<file path="src/rtl/sel_consts.vh">
`ifndef SEL_CONSTS_VH
`define SEL_CONSTS_VH
// ==========================================================
// Measurement event word layout
`define SEL_MEAS_W          15
`define SEL_MEAS_OUT_ONE    0
`define SEL_MEAS_OUT_TWO    1
`define SEL_MEAS_UNUSED     2
`define SEL_MEAS_LOCK_LOST  3
`define SEL_MEAS_RANGE      4
`define SEL_MEAS_SYNC_FREQ  5
`define SEL_MEAS_SYNC_OVL   6
`define SEL_MEAS_STORAGE_TRIGGERED       7
`define SEL_MEAS_DATA_LO    8
`define SEL_MEAS_DATA_HI    11
`define SEL_MEAS_CAPTURE    12
`define SEL_MEAS_SWEEP_ST   13
`define SEL_MEAS_SWEEP_FIN  14
`define SEL_MEAS_RESET      15'h0000
`define SEL_MEAS_USED       15'h7ffb
// ==========================================================
// Interface error byte layout
`define SEL_ERR_W           8
`define SEL_ERR_CLK         0
`define SEL_ERR_BACKUP      1
`define SEL_ERR_NET         4
`define SEL_ERR_PBUS        5
`define SEL_ERR_DEV_PORT    6
`define SEL_ERR_HOST_PORT   7
`define SEL_ERR_RESET       8'h00
`define SEL_ERR_USED        8'hf3
// ==========================================================
// Serial poll summary bits
`define SEL_SUM_ERR         2
`define SEL_SUM_MEAS        3
`define SEL_POLL_W          8
`define SEL_POLL_RESET      8'h00
`endif

</file>
<file path="src/rtl/sel_status_event_latches.v">
`timescale 1ns/1ps
`default_nettype none
`include "sel_consts.vh"

// Overview of operation
// - Output channel one and two scale overloads set event bits 0 and 1.
// - Loss of reference or chopper lock sets event bit 3.
// - A signal input range overload sets event bit 4.
// - Sync filter frequency out of range sets bit 5 and sync filter overload sets bit 6.
// - The data storage trigger sets event bit 7.
// - Data channel one to four overloads set event bits 8 to 11.
// - Completion of a screen capture to removable memory sets event bit 12.
// - Event bits stay set until the event word is read or status is cleared.
// - Reference clock input fault sets error bit 0 and battery backup failure sets bit 1.
// - Network interface error sets error bit 4 and parallel bus fast transfer abort bit 5.
// - Device port fault sets error bit 6, host port fault bit 7, bits 2 and 3 read zero.
// - Error bits stay set until the error byte is read or status is cleared.
// - A status bit reads one when its event happened or its condition is present.
// - Summary bits 2 and 3 are set when any status bit and its enable bit are both set.
// - A summary bit clears only once no enabled bit of its source remains set.
module sel_status_event_latches (
  // Clock and reset
  input  wire        I_CLOCK,
  input  wire        I_SYS_RST,

  // Measurement conditions
  input  wire        i_out_one_overload,
  input  wire        i_out_two_overload,
  input  wire        i_reference_lock_lost,
  input  wire        i_range_overload,
  input  wire        i_sync_freq_out_of_range,
  input  wire        i_sync_filter_overload,
  input  wire        i_storage_triggered,
  input  wire [3:0]  i_data_overload,
  input  wire        i_screen_capture_done,
  input  wire        i_sweep_started,
  input  wire        i_sweep_finished,

  // Interface faults
  input  wire        i_ref_clock_fault,
  input  wire        i_backup_failed,
  input  wire        i_network_fault,
  input  wire        i_parallel_bus_abort,
  input  wire        i_device_port_fault,
  input  wire        i_host_port_fault,

  // Host side strobes and enable masks
  input  wire        i_meas_read,
  input  wire        i_err_read,
  input  wire        i_clear_status,
  input  wire [14:0] i_meas_enable,
  input  wire [7:0]  i_err_enable,

  // Status views
  output wire [14:0] O_MEAS_STATUS,
  output wire [7:0]  O_ERR_STATUS,
  output wire [7:0]  O_POLL_SUMMARY
);

  // ==========================================================
  // Layout constants
  localparam MEAS_W = `SEL_MEAS_W;
  localparam ERR_W  = `SEL_ERR_W;
  localparam POLL_W = `SEL_POLL_W;

  localparam [MEAS_W-1:0] MEAS_USED  = `SEL_MEAS_USED;
  localparam [MEAS_W-1:0] MEAS_RESET = `SEL_MEAS_RESET;
  localparam [ERR_W-1:0]  ERR_USED   = `SEL_ERR_USED;
  localparam [ERR_W-1:0]  ERR_RESET  = `SEL_ERR_RESET;
  localparam [POLL_W-1:0] POLL_RESET = `SEL_POLL_RESET;

  // ==========================================================
  // Event gathering, measurement word
  // Conditions are levels, so a lasting one sets its bit again after a read
  reg  [MEAS_W-1:0] meas_evt;

  always @* begin
    meas_evt                        = MEAS_RESET;
    meas_evt[`SEL_MEAS_OUT_ONE]     = i_out_one_overload;
    meas_evt[`SEL_MEAS_OUT_TWO]     = i_out_two_overload;
    meas_evt[`SEL_MEAS_LOCK_LOST]   = i_reference_lock_lost;
    meas_evt[`SEL_MEAS_RANGE]       = i_range_overload;
    meas_evt[`SEL_MEAS_SYNC_FREQ]   = i_sync_freq_out_of_range;
    meas_evt[`SEL_MEAS_SYNC_OVL]    = i_sync_filter_overload;
    meas_evt[`SEL_MEAS_STORAGE_TRIGGERED]        = i_storage_triggered;
    meas_evt[`SEL_MEAS_DATA_HI:`SEL_MEAS_DATA_LO] = i_data_overload;
    meas_evt[`SEL_MEAS_CAPTURE]     = i_screen_capture_done;
    meas_evt[`SEL_MEAS_SWEEP_ST]    = i_sweep_started;
    meas_evt[`SEL_MEAS_SWEEP_FIN]   = i_sweep_finished;
    // Unused bit never latches
    meas_evt[`SEL_MEAS_UNUSED]      = 1'b0;
  end

  // ==========================================================
  // Event gathering, error byte
  reg  [ERR_W-1:0]  err_evt;

  always @* begin
    err_evt                         = ERR_RESET;
    err_evt[`SEL_ERR_CLK]           = i_ref_clock_fault;
    err_evt[`SEL_ERR_BACKUP]        = i_backup_failed;
    err_evt[`SEL_ERR_NET]           = i_network_fault;
    err_evt[`SEL_ERR_PBUS]          = i_parallel_bus_abort;
    err_evt[`SEL_ERR_DEV_PORT]      = i_device_port_fault;
    err_evt[`SEL_ERR_HOST_PORT]     = i_host_port_fault;
  end

  // ==========================================================
  // Clear requests
  // A read strobe clears only its own register, the clear command clears both
  wire              meas_clr;
  wire              err_clr;

  assign meas_clr = i_meas_read | i_clear_status;
  assign err_clr  = i_err_read | i_clear_status;

  // ==========================================================
  // Sticky latches, measurement word
  // Set wins over clear, so an event in the clearing cycle is never lost
  wire [MEAS_W-1:0] meas_sts;
  genvar            mb;

  generate
    for (mb = 0; mb < MEAS_W; mb = mb + 1) begin : g_meas_bit
      wire lat_set;
      wire lat_clr;
      reg  lat_nxt;
      reg  lat_r;

      // Unused places are masked here so they can never latch
      assign lat_set = meas_evt[mb] & MEAS_USED[mb];
      assign lat_clr = meas_clr;

      always @* begin
        if (lat_set) begin
          lat_nxt = 1'b1;
        end else if (lat_clr) begin
          lat_nxt = 1'b0;
        end else begin
          lat_nxt = lat_r;
        end
      end

      always @(posedge I_CLOCK) begin
        if (I_SYS_RST) begin
          lat_r <= MEAS_RESET[mb];
        end else begin
          lat_r <= lat_nxt;
        end
      end

      assign meas_sts[mb] = lat_r;
    end
  endgenerate

  // ==========================================================
  // Sticky latches, error byte
  // Same scheme as the measurement word, with its own clear strobe
  wire [ERR_W-1:0]  err_sts;
  genvar            eb;

  generate
    for (eb = 0; eb < ERR_W; eb = eb + 1) begin : g_err_bit
      wire lat_set;
      wire lat_clr;
      reg  lat_nxt;
      reg  lat_r;

      // Unused places are masked here so they can never latch
      assign lat_set = err_evt[eb] & ERR_USED[eb];
      assign lat_clr = err_clr;

      always @* begin
        if (lat_set) begin
          lat_nxt = 1'b1;
        end else if (lat_clr) begin
          lat_nxt = 1'b0;
        end else begin
          lat_nxt = lat_r;
        end
      end

      always @(posedge I_CLOCK) begin
        if (I_SYS_RST) begin
          lat_r <= ERR_RESET[eb];
        end else begin
          lat_r <= lat_nxt;
        end
      end

      assign err_sts[eb] = lat_r;
    end
  endgenerate

  // ==========================================================
  // Serial poll summary
  // Combinational, so dropping the enable of the last enabled set bit clears the summary at once
  wire [MEAS_W-1:0] meas_hit;
  wire [ERR_W-1:0]  err_hit;
  wire              sum_meas;
  wire              sum_err;
  reg  [POLL_W-1:0] poll_sum;

  assign meas_hit = meas_sts & i_meas_enable;
  assign err_hit  = err_sts & i_err_enable;
  assign sum_meas = |meas_hit;
  assign sum_err  = |err_hit;

  // Other poll bits belong to status sources outside this block and read zero
  always @* begin
    poll_sum                = POLL_RESET;
    poll_sum[`SEL_SUM_ERR]  = sum_err;
    poll_sum[`SEL_SUM_MEAS] = sum_meas;
  end

  // ==========================================================
  // Outputs
  // Status views come straight from the latch flops
  assign O_MEAS_STATUS  = meas_sts;
  assign O_ERR_STATUS   = err_sts;
  assign O_POLL_SUMMARY = poll_sum;

endmodule
`default_nettype wire

</file>
<file path="config.mk">
export PLATFORM = sky130hd
export DESIGN_NAME = sel_status_event_latches
export DESIGN_NICKNAME = d
export VERILOG_FILES = /design/src/rtl/sel_status_event_latches.v
export VERILOG_INCLUDE_DIRS = /design/src /design/src/rtl
export SDC_FILE = /design/constraint.sdc
export NUM_CORES = 1
export LEC_CHECK = 0
export BUFFER_PORTS_ARGS = -buffer_cell sky130_fd_sc_hd__buf_2
export CAP_MARGIN = 5
export CORE_ASPECT_RATIO = 1.4
export CORE_MARGIN = 2
export CORE_UTILIZATION = 37
export DETAILED_ROUTE_END_ITERATION = 10
export GPL_TIMING_DRIVEN = 0
export PLACE_DENSITY = 0.78
export SLEW_MARGIN = 20
export SYNTH_ARGS = -nofsm -noshare
export SYNTH_HDL_FRONTEND = slang
export SYNTH_SLANG_ARGS = --single-unit
</file>
<file path="constraint.sdc">
create_clock -name I_CLOCK -period 1.4 [get_ports I_CLOCK]
set_input_delay 0.21 -clock I_CLOCK [delete_from_list [all_inputs] [get_ports I_CLOCK]]
set_output_delay 0.21 -clock I_CLOCK [all_outputs]
set_load 0.01 [all_outputs]
</file>
### After elaboration in Yosys (flattened, before gate mapping)

Index checks and enable logic that the tools add are counted.

| cells by class | value |
|---|---|
| reductions and logical operators | 22 |
| muxes and demuxes | 22 |
| bitwise logic cells | 4 |

Operators with widths:

| cell | count |
|---|---|
| $reduce_bool A2 Y1 | 20 |
| $mux W1 | 22 |
| $and A15 B15 Y15 | 1 |
| $reduce_or A15 Y1 | 1 |
| $and A8 B8 Y8 | 1 |
| $reduce_or A8 Y1 | 1 |
| $or A1 B1 Y1 | 2 |

| storage, ports and cells | value |
|---|---|
| output and inout bits | 31 |
| input bits | 48 |
| logic and storage cells | 68 |
| bits in registers | 20 |

### Longest topological paths before layout

Gate-level depths: netlist of run 1.

| logic depth | value |
|---|---|
| depth after elaboration | 3 |
| depth in mapped cells | 4 |
| depth with buffers taken out | 3 |

### Worst setup path before layout of run 1

OpenSTA, ideal clock, no wires.

| path | value |
|---|---|
| kind | flip-flop to output port |
| start point | register g_meas_bit[8].lat_r |
| end point | output O_POLL_SUMMARY[3] |
| path slack | 0.281 ns |
| data arrival time | 0.909 ns |
| stages on the path, launching flop included | 5 |
| buffers on the path | 1 |
| cell sequence | dfxtp_1 > a22o_1 > a221oi_2 > nand4_1 > buf_4 |

| between the ends | value |
|---|---|
| cells in the longest elaborated chain, start to end | 2 |

RTL lines:

| item | RTL line | text |
|---|---|---|
| start, declared | sel_status_event_latches.v:128 | `reg lat_r;` |
| start signal, assigned | sel_status_event_latches.v:146 | `lat_r <= MEAS_RESET[mb];` |
| start signal, assigned | sel_status_event_latches.v:148 | `lat_r <= lat_nxt;` |
| $and A15 B15 Y15 | sel_status_event_latches.v:204 | `assign meas_hit = meas_sts & i_meas_enable;` |
| $reduce_or A15 Y1 | sel_status_event_latches.v:206 | `assign sum_meas = \|meas_hit;` |
| end, declared | sel_status_event_latches.v:57 | `output wire [7:0] O_POLL_SUMMARY` |

No other way between the ends.

### Worst setup path in the final report of run 1

Same ends and word-level chain as after synthesis.

==> results of run 1 <==
## cells by family (layout without fill, tap and decap cells)
kind of cell	count (synthesis)	in the layout	synth area share [%]
AND/OR/NAND/NOR	25	25	11.41
AO/OA/AOI/OAI	30	30	19.50
buffers and inverters	34	104	26.26
flip-flops	20	20	42.44
other	1	9	0.3975
## registers in the layout (all words and copies together) (netlist names)
name	cells
g_err_bit.lat_r	6
g_meas_bit.lat_r	14
## per-stage QoR
step | total power, mW | std cells
2_1_floorplan | 0.8128 | 118
3_3_place_gp | 0.9242 | 217
3_5_place_dp | 0.9333 | 217
4_1_cts | 1.250 | 221
5_1_grt | 1.333 | 222
6_report | 1.254 | 222
## metal layers
| metal | vias up | global-route usage [%] | part of all wire, % |
|---|---|---|---|
| met4 | 0 | 8.333 | 1.6 |
| li1 | 495 | - | - |
| met1 | 420 | 14.81 | 37 |
| met3 | 4 | 3.107 | 12 |
| met2 | 52 | 26.74 | 49 |
| met5 | - | 0 | 0 |
## critical path: stages (launching register included)
cell and delay (ns):
dfxtp_2 0.34, a22o_1 0.21, a221oi_2 0.19, nand4_1 0.12
buf_2 0.15
## synth_stat cells
cell	number
a21oi_1	20
nand3_1	1
nor2_4	1
nand4_1	1
and3_1	1
a22o_1	1
conb_1	1
a221oi_2	1
clkbuf_1	2
buf_4	32
dfxtp_1	20
a22oi_1	8
nor2_1	21
## power by group
part | switching [mW] | total (mW) | internal, mW
clock network | 0.161 | 0.319 | 0.158
logic | 0.126 | 0.300 | 0.174
registers | 0.0283 | 0.635 | 0.607
## final cells by class
cell class	instances	area, µm²
well taps	34	42.54
repair buffers	68	354.1
clock buffers	4	36.28
multi-input cells	64	345.3
fillers	231	997.2
flip-flops and latches	20	409.1
plain buffers	32	232.7
## worst max path at each step
stage | endpoint | slack [ns] | cells past startpoint
after CTS | O_POLL_SUMMARY[3] | -0.13 | 4
after detailed placement | O_POLL_SUMMARY[3] | 0.07 | 6
after floorplan | O_POLL_SUMMARY[3] | 0.28 | 4
final | O_POLL_SUMMARY[3] | -0.10 | 4
after global placement | O_POLL_SUMMARY[3] | 0.09 | 6
after global routing | O_POLL_SUMMARY[3] | -0.20 | 4
## timing repair
action | 4_1_cts | 5_1_grt
setup endpoints to repair | 1 | 2
pin swaps | 1 | 3
resized for setup | 1 | 11
buffers inserted | 1 | 2
gates cloned | 0 | 0
==> key figures, run 1 <==
Outcome
  • Status: finished, violations left
  • Violated checks: negative setup slack

Place
  • Placed Area: 1341 µm²
  • Routability cong.: 0.7611
  • Hpwl dp: 1890 µm
  • Number of port buffers: 65
  • Pre-CTS WS: 0.06922 ns

STA
  • Hold WS: 0.1229 ns
  • Setup-failing EPs final: 1
  • Final Hold Viols: 0
  • Fin worst setup slack: -0.1003 ns
  • Fmax: 0.6665 GHz
  • Setup TNS: -0.1003 ns
  • Tmin final: 1.500 ns
  • Slew Limit Fails: 0
  • Period utilization: 107.2%
  • RSZ-0062 raised after global routing: yes
  • Clock Skew: 0 ns

Final layout
  • Share of the core filled with cells: 58.75%
  • Most frequent cells in the layout: buf_2, buf_4, nor2_1
  • Most common cell after layout, fill and taps aside: buf_2
  • Share of cells above drive strength 1: 61.17%
  • Layout net count: 237
  • Area Overhead vs Synth: 50.53%
  • Final instance area: 1420 µm²
  • # diodes: 0

Min path
  • Hold Path Class: input pin to flip-flop
  • Hold path startpoint: i_out_two_overload
  • Hold Path Depth: 3
  • Hold Path End: g_meas_bit[1].lat_r$_SDFFE_PP0P_

Global route
  • Antenna violations before repair: 0
  • First-pass GRT wire length: 3270 µm
  • Vias in the first global route: 854
  • GR Util All Layers: 14.92%
  • Largest net degree at the start of global routing: 12
  • GRT Residual Overflow: 0

Run
  • Max Cap Viol: 0

Critical path
  • Crit. End Element: output port
  • Arr. time, crit path: 1.29 ns
  • Reg2reg end: g_err_bit[0].lat_r$_SDFFE_PP0P_
  • Worst r2r src: g_err_bit[0].lat_r$_SDFFE_PP0P_
  • Crit Path Class: flip-flop to output port
  • Reg2reg setup slack: 0.63 ns
  • FF-to-FF path depth: 3
  • CP Max Fanout: 2
  • Worst setup SP type: flip-flop
  • CP startpoint: g_meas_bit[8].lat_r$_SDFFE_PP0P_
  • Critical path required time: 1.19 ns

Clock tree
  • Clk slew on worst S/H paths: 0.10 ns
  • TritonCTS clock tree: done
  • Num CTS Buffers: 3
  • H-tree levels: 1
  • CTS sink cnt: 20
  • CTS hold repair buffers: 0
  • Clock Path Buffers: 2
  • Skew-Pair Late Insertion Delay: 0.28 ns
  • Root buf cell: clkbuf_4

Synthesis
  • Post-synthesis sequential area ratio: 42.44%
  • Area fraction of the dominant cell type after synthesis: 42.44%
  • Synth Register Bits: 20
  • Syn Area/Cell: 8.576 µm²
  • Cell count after synthesis: 110
  • Yosys warning count: 0
  • Synth area leader: dfxtp_1
  • Leading post-synthesis cells by cell area: dfxtp_1, buf_4, a21oi_1
  • Distinct cell type count after synthesis: 13
  • Post-Syn Area: 943.4 µm²

Detailed routing
  • Avg WL per Cell: 10.73 µm
  • DR iter-0 viols: 10
  • Drt pass-1 iters: 4
  • Post-DRT Antenna Nets: 0
  • Drt drc: 0
  • Vias: 971
  • Vias per cell: 4.374
  • Final wirelength: 2382 µm

Die
  • Initial Util: 39.03%
  • Die X: 46.68 µm
  • Core ar.: 2417 µm²
  • I/O pin count: 79
  • Die height: 63.75 µm
  • # rows: 21
  • Die area: 2975 µm²

Power
  • Leak: 0.7729 nW
  • Peak VDD IR: 401.0 µV
  • Power Density: 883.2 nW/µm²
(Power assumes the default switching activity.)
==> inputs of run 2 (changes only) <==
ABC_AREA = 1   (was not set)
CORE_UTILIZATION = 39   (was 37)
PLACE_DENSITY = 0.79   (was 0.78)
==> run 2 against run 1 <==
Net effect:
- the flow now finishes without violations
- utilization up 3.5 points
- non-clock buffer count increased by 3
- via count up 5.3%
- design area up 6.0%
- count of clock-buffer cells in the layout did not move
- die area increased by 1.3%
- wire length decreased by 3.9%
- worst setup slack improved by 0.18 ns
- sequential power down 0.6%
- flip-flop and latch count is the same
- clock skew unchanged
- sequential share of layout area down 1.5 points
- largest power group unchanged
==> key figures, run 2 <==
Power
  • Power Density: 842.1 nW/µm² (-4.6%)
  • Leak: 0.8802 nW (+14%)
  • Power consumption: 1.268 mW (+1.1%)
  • Peak VDD IR: 508.9 µV (+27%)

Synthesis
  • Cell count after synthesis: 139 (+26%)
  • Syn Area/Cell: 7.255 µm² (-15%)
  • Commonest cells in the netlist: nand2_1, buf_4, a21oi_1, nor2_1, dfxtp_1
  • Number of synthesized flops with an enable pin: 0 (unchanged)
  • Distinct cell type count after synthesis: 11 (-2)
  • Yosys warning count: 0 (unchanged)
  • Synth Register Bits: 20 (unchanged)
  • Synth area leader: dfxtp_1
  • Area fraction of the dominant cell type after synthesis: 39.70% (-2.7 points)
  • Top_reg_cell synth: dfxtp_1
  • Leading post-synthesis cells by cell area: dfxtp_1, buf_4, nand2_1
  • Ys async rst share: 0% (unchanged)
  • Post-synthesis sequential area ratio: 39.70% (-2.7 points)
  • Post-Syn Area: 1008 µm² (+6.9%)
  • Cell with the most instances after synthesis: nand2_1

Clock tree
  • CTS sink cnt: 20 (unchanged)
  • CTS hold repair buffers: 0 (unchanged)
  • H-tree levels: 1 (unchanged)
  • Clock Path Buffers: 2 (unchanged)
  • Skew-Pair Late Insertion Delay: 0.29 ns (about the same)
  • TritonCTS clock tree: done
  • Num CTS Buffers: 3 (unchanged)
  • Root buf cell: clkbuf_4
  • Clk slew on worst S/H paths: 0.11 ns (about the same)

Global route
  • GR Util All Layers: 15.25% (+0.33 points)
  • Vias in the first global route: 915 (+7.1%)
  • Antenna violations before repair: 0 (unchanged)
  • First-pass GRT wire length: 3422 µm (+4.6%)
  • GRT Residual Overflow: 0 (unchanged)
  • Largest net degree at the start of global routing: 12 (unchanged)

Min path
  • Hold Path Class: input pin to flip-flop
  • Hold Path Depth: 3 (unchanged)
  • Hold path startpoint: i_host_port_fault

Die
  • Die area: 3014 µm² (+1.3%)
  • Initial Util: 41.72% (+2.7 points)
  • Die height: 64.17 µm (+0.66%)
  • Die X: 46.98 µm (+0.64%)
  • # rows: 21 (unchanged)
  • Core ar.: 2417 µm² (unchanged)
  • I/O pin count: 79 (unchanged)

Final layout
  • Reg with most FFs: g_meas_bit.lat_r
  • Regs by FF count: g_meas_bit.lat_r (14), g_err_bit.lat_r (6)
  • Fillers: 231 (unchanged)
  • # diodes: 0 (unchanged)
  • Most common cell after layout, fill and taps aside: buf_2
  • Share of cells above drive strength 1: 53.64% (-7.5 points)
  • Multi-input gate area: 374.1 µm² (+8.3%)
  • Most frequent cells in the layout: buf_2, buf_4, nand2_1
  • Final instance area: 1505 µm² (+6.0%)
  • Register area: 410.4 µm² (+0.31%)
  • Layout net count: 269 (+14%)
  • Largest register FFs: 14 (unchanged)
  • Non-filler cells, final: 254 (+14%)
  • Area Overhead vs Synth: 49.26%

Detailed routing
  • Post-DRT Antenna Nets: 0 (unchanged)
  • DR iter-0 viols: 3 (-7)
  • Final wirelength: 2290 µm (-3.9%)
  • Drt pass-1 iters: 4 (unchanged)
  • Vias: 1022 (+5.3%)
  • Avg WL per Cell: 9.016 µm (-16%)
  • Vias per cell: 4.024 (-8.0%)
  • Drt drc: 0 (unchanged)

Critical path
  • Reg2reg end: g_meas_bit[0].lat_r$_SDFFE_PP0P_
  • Crit. End Element: output port
  • Crit Path Class: flip-flop to output port
  • CP Max Fanout: 3 (+1)
  • Reg2reg setup slack: 0.62 ns (about the same)
  • Worst r2r src: g_meas_bit[0].lat_r$_SDFFE_PP0P_
  • Arr. time, crit path: 1.11 ns (-0.18 ns)
  • FF-to-FF path depth: 3 (unchanged)
  • Critical path required time: 1.19 ns (about the same)
  • CP startpoint: g_meas_bit[7].lat_r$_SDFFE_PP0P_
  • Worst setup SP type: flip-flop
  • Setup crit end: O_POLL_SUMMARY[3]

STA
  • Setup-failing EPs final: 0 (-1)
  • Final Hold Viols: 0 (unchanged)
  • Tmin final: 1.321 ns (-0.1790 ns)
  • RSZ-0062 raised after global routing: yes
  • Slew Limit Fails: 0 (unchanged)
  • Clock Skew: 0 ns (unchanged)
  • Period utilization: 94.38% (-13 points)
  • Fmax: 0.7568 GHz (+14%)

Place
  • Routability cong.: 0.7317 (-3.9%)
  • Placed Area: 1406 µm² (+4.9%)
  • Number of port buffers: 65 (unchanged)
  • Hpwl dp: 1880 µm (-0.56%)
  • Inst Count DP: 246 (+13%)

Run
  • Max Cap Viol: 0 (unchanged)

Outcome
  • Status: complete, no violations
-- run 2: cell count changes after synthesis --
cell / before / now
a22o_1: 1 / 0
nand3_1: 1 / 0
buf_4: 32 / 31
a221oi_2: 1 / 0
a22oi_1: 8 / 0
and3_1: 1 / 0
nand2_1: 0 / 32
nand4_1: 1 / 0
nor2_1: 21 / 22
nor2_2: 0 / 1
a21oi_1: 20 / 22
buf_6: 0 / 1
inv_1: 0 / 6
-- run 2: worst min path at each step --
stage	endpoint	slack, ns
after floorplan	g_err_bit[0].lat_r$_SDFFE_PP0P_	0.33
after global placement	g_meas_bit[4].lat_r$_SDFFE_PP0P_	0.41
after detailed placement	g_err_bit[7].lat_r$_SDFFE_PP0P_	0.42
after CTS	g_err_bit[7].lat_r$_SDFFE_PP0P_	0.10
after global routing	g_meas_bit[6].lat_r$_SDFFE_PP0P_	0.11
final	g_err_bit[7].lat_r$_SDFFE_PP0P_	0.11
-- run 2: per-layer routing --
layer  up-vias  part of all wire [%]  GRT usage [%]  wire (µm)
met4         0                   1.2          6.250         27
met3         2                   6.7          2.260        154
met5         -                     0              0          0
li1        552                     -              -          -
met2        36                    54          29.62       1241
met1       432                    38          14.36        867
-- run 2: logic make-up (layout without fill, tap and decap cells) --
group / count (synthesis) / count (layout) / share of synthesized area, %
simple gates: 56 / 56 / 21.84
buf+inv: 40 / 113 / 27.17
compound gates: 22 / 22 / 10.92
flops: 20 / 20 / 39.70
other cells: 1 / 9 / 0.3719
-- run 2: repair_timing --
item	4_1_cts	5_1_grt
pin swaps	3	5
gates resized for setup	8	5
setup endpoints to repair	2	2
setup buffers	6	0
-- run 2: worst max-delay path, cell delays in order, from the launching register on --
cell	delay [ns]
dfxtp_1	0.34
nand2_1	0.06
nand2_1	0.05
inv_1	0.04
nand2_1	0.05
nor2_1	0.10
nand2_1	0.07
buf_6	0.12
-- run 2: final cells by class --
cell class	instances	share of cell area, %
buffer	32	15.71
sequential	20	27.27
clock buffer	4	2.411
inverter	6	1.496
multi-input combinational	87	24.85
timing repair buffer	71	25.44
tap	34	2.826
-- run 2: report_power, final --
part	leakage (nW)	switching [mW]	internal, mW
registers	0.169	0.0237	0.607
logic	0.690	0.135	0.182
clock network	0.0210	0.163	0.158
-- run 2: through the flow --
stage          hold WS, ns  utilization [%]   TNS (ns)  worst slack (ns)
6_report            0.1141            62.27          0           0.07869
3_3_place_gp        0.4129            58.18          0            0.2917
3_5_place_dp        0.4204            58.18          0            0.2796
2_1_floorplan       0.3274                -          0            0.4595
5_1_grt             0.1071            62.27  -0.008215         -0.008215
4_1_cts             0.1006            61.85          0          0.003606
==> inputs of run 3 (changes only) <==
clock period = 1.5 ns   (was 1.4 ns; I/O delays follow)
==> run 3 against run 2 <==
Net effect:
- sequential power decreased by 6.7%
- non-clock buffer count fell by 5
- worst setup slack improved by 0.024 ns
- clock skew stayed put
- largest cell class unchanged
==> key figures, run 3 (synthesis gave the netlist of run 2 again) <==
Clock tree
  • CTS sink cnt: 20 (unchanged)
  • H-tree levels: 1 (unchanged)
  • Clk slew on worst S/H paths: 0.11 ns (about the same)
  • Skew-Pair Late Insertion Delay: 0.30 ns (about the same)
  • TritonCTS clock tree: done
  • Root buf cell: clkbuf_4
  • Clock Path Buffers: 2 (unchanged)
  • Num CTS Buffers: 3 (unchanged)
  • Post-CTS setup buffer count: 0 (-6)

STA
  • RSZ-0062 raised after global routing: no
  • Period utilization: 93.19%
  • Setup-failing EPs final: 0 (unchanged)
  • Tmin final: 1.398 ns
  • Fmax: 0.7154 GHz
  • Final Hold Viols: 0 (unchanged)
  • Clock Skew: 0 ns (unchanged)
  • Slew Limit Fails: 0 (unchanged)
  • Setup TNS: 0 ns (unchanged)

Detailed routing
  • DR iter-0 viols: 4 (+1)
  • Post-DRT Antenna Nets: 0 (unchanged)
  • Vias: 1007 (-1.5%)
  • Vias per cell: 4.044 (+0.51%)
  • Final wirelength: 2219 µm (-3.1%)
  • Avg WL per Cell: 8.912 µm (-1.2%)
  • Drt pass-1 iters: 4 (unchanged)
  • Drt drc: 0 (unchanged)

Critical path
  • Arr. time, crit path: 1.17 ns (+0.06 ns)
  • Worst r2r src: g_err_bit[1].lat_r$_SDFFE_PP0P_
  • CP startpoint: g_err_bit[7].lat_r$_SDFFE_PP0P_
  • Crit Path Class: flip-flop to output port
  • Crit. End Element: output port
  • Critical path required time: 1.27 ns (+0.08 ns)
  • CP Max Fanout: 3 (unchanged)
  • Worst setup SP type: flip-flop

Place
  • Number of port buffers: 65 (unchanged)
  • Placed Area: 1406 µm² (unchanged)
  • Routability cong.: 0.7317 (unchanged)
  • Hpwl dp: 1880 µm (unchanged)

Final layout
  • Reg with most FFs: g_meas_bit.lat_r
  • Final instance area: 1454 µm² (-3.4%)
  • Regs by FF count: g_meas_bit.lat_r (14), g_err_bit.lat_r (6)
  • Layout net count: 264 (-1.9%)
  • # diodes: 0 (unchanged)
  • Largest register FFs: 14 (unchanged)
  • Share of cells above drive strength 1: 49.77% (-3.9 points)
  • Most frequent cells in the layout: buf_2, nand2_1, buf_4
  • Area Overhead vs Synth: 44.17%
  • Most common cell after layout, fill and taps aside: buf_2

Run
  • Max Cap Viol: 0 (unchanged)

Outcome
  • Status: complete, no violations

Min path
  • Hold Path Class: input pin to flip-flop
  • Hold path startpoint: i_sweep_started

Global route
  • Antenna violations before repair: 0 (unchanged)
  • Largest net degree at the start of global routing: 12 (unchanged)
  • GR Util All Layers: 14.87% (-0.38 points)
  • Vias in the first global route: 853 (-6.8%)
  • First-pass GRT wire length: 3270 µm (-4.4%)
  • GRT Residual Overflow: 0 (unchanged)

Die
  • Initial Util: 41.72% (unchanged)
  • Die height: 64.17 µm (unchanged)
  • Die area: 3014 µm² (unchanged)
  • # rows: 21 (unchanged)
  • I/O pin count: 79 (unchanged)
  • Core ar.: 2417 µm² (unchanged)
  • Die X: 46.98 µm (unchanged)

Power
  • Peak VDD IR: 520.8 µV (+2.3%)
  • Leak: 0.8504 nW (-3.4%)
  • Power Density: 803.2 nW/µm² (-4.6%)
[run 3: cell types whose count changed in the layout (fill, tap and decap cells not counted), sizes merged]
cell,change
buf,-5
[run 3: final timing paths]
kind                                            end  slack, ns  depth (start not counted)
setup / recovery                  O_POLL_SUMMARY[2]       0.10                          6
hold / removal    g_meas_bit[13].lat_r$_SDFFE_PP0P_       0.12                          3
setup reg to reg    g_err_bit[1].lat_r$_SDFFE_PP0P_       0.83                          2
hold reg to reg    g_meas_bit[1].lat_r$_SDFFE_PP0P_       0.51                          2
[run 3: where the power goes]
part / total [mW] / internal (mW) / switching [mW]
clock: 0.300 / 0.148 / 0.152
sequential: 0.589 / 0.565 / 0.0240
combinational: 0.279 / 0.158 / 0.121
total: 1.17 / 0.871 / 0.297
[run 3: layer usage]
metal / vias to the layer above / GRT usage [%] / wire (µm)
met5: - / 0 / 0
li1: 545 / - / -
met3: 5 / 2.260 / 158
met1: 418 / 14.36 / 826
met2: 39 / 27.40 / 1177
met4: 0 / 8.333 / 56
[run 3: cell type report]
class                      count  area (µm²)
tap                           34       42.54
multi-input combinational     87       374.1
clock buffer                   4       36.28
timing repair buffer          65       331.6
buffer                        33       244.0
sequential                    20       402.9
fill                         243       963.4
inverter                       6       22.52
[run 3: through the flow]
step           worst slack, ns  utilization (%)  cells  hold WS [ns]  total power, mW
2_1_floorplan           0.5445                -    147        0.3424           0.7676
3_3_place_gp            0.3617            58.18    246        0.4279           0.8723
3_5_place_dp            0.3496            58.18    246        0.4354           0.8778
4_1_cts                0.01907            59.68    250        0.1157            1.179
5_1_grt                0.01164            60.14    249        0.1155            1.236
6_report                0.1022            60.14    249        0.1240            1.168
[run 3: critical path: stages (launching register included)]
cell and delay [ns]:
dfxtp_1 0.35, nand2_1 0.06, nand2_1 0.06, a21oi_2 0.09, nand2_1 0.06, buf_4 0.12, buf_2 0.13
[run 3: what timing repair did]
item / 4_1_cts / 5_1_grt
hold buffers: 0 / 0
gates resized for setup: 0 / 6
setup endpoints to repair: 0 / 2
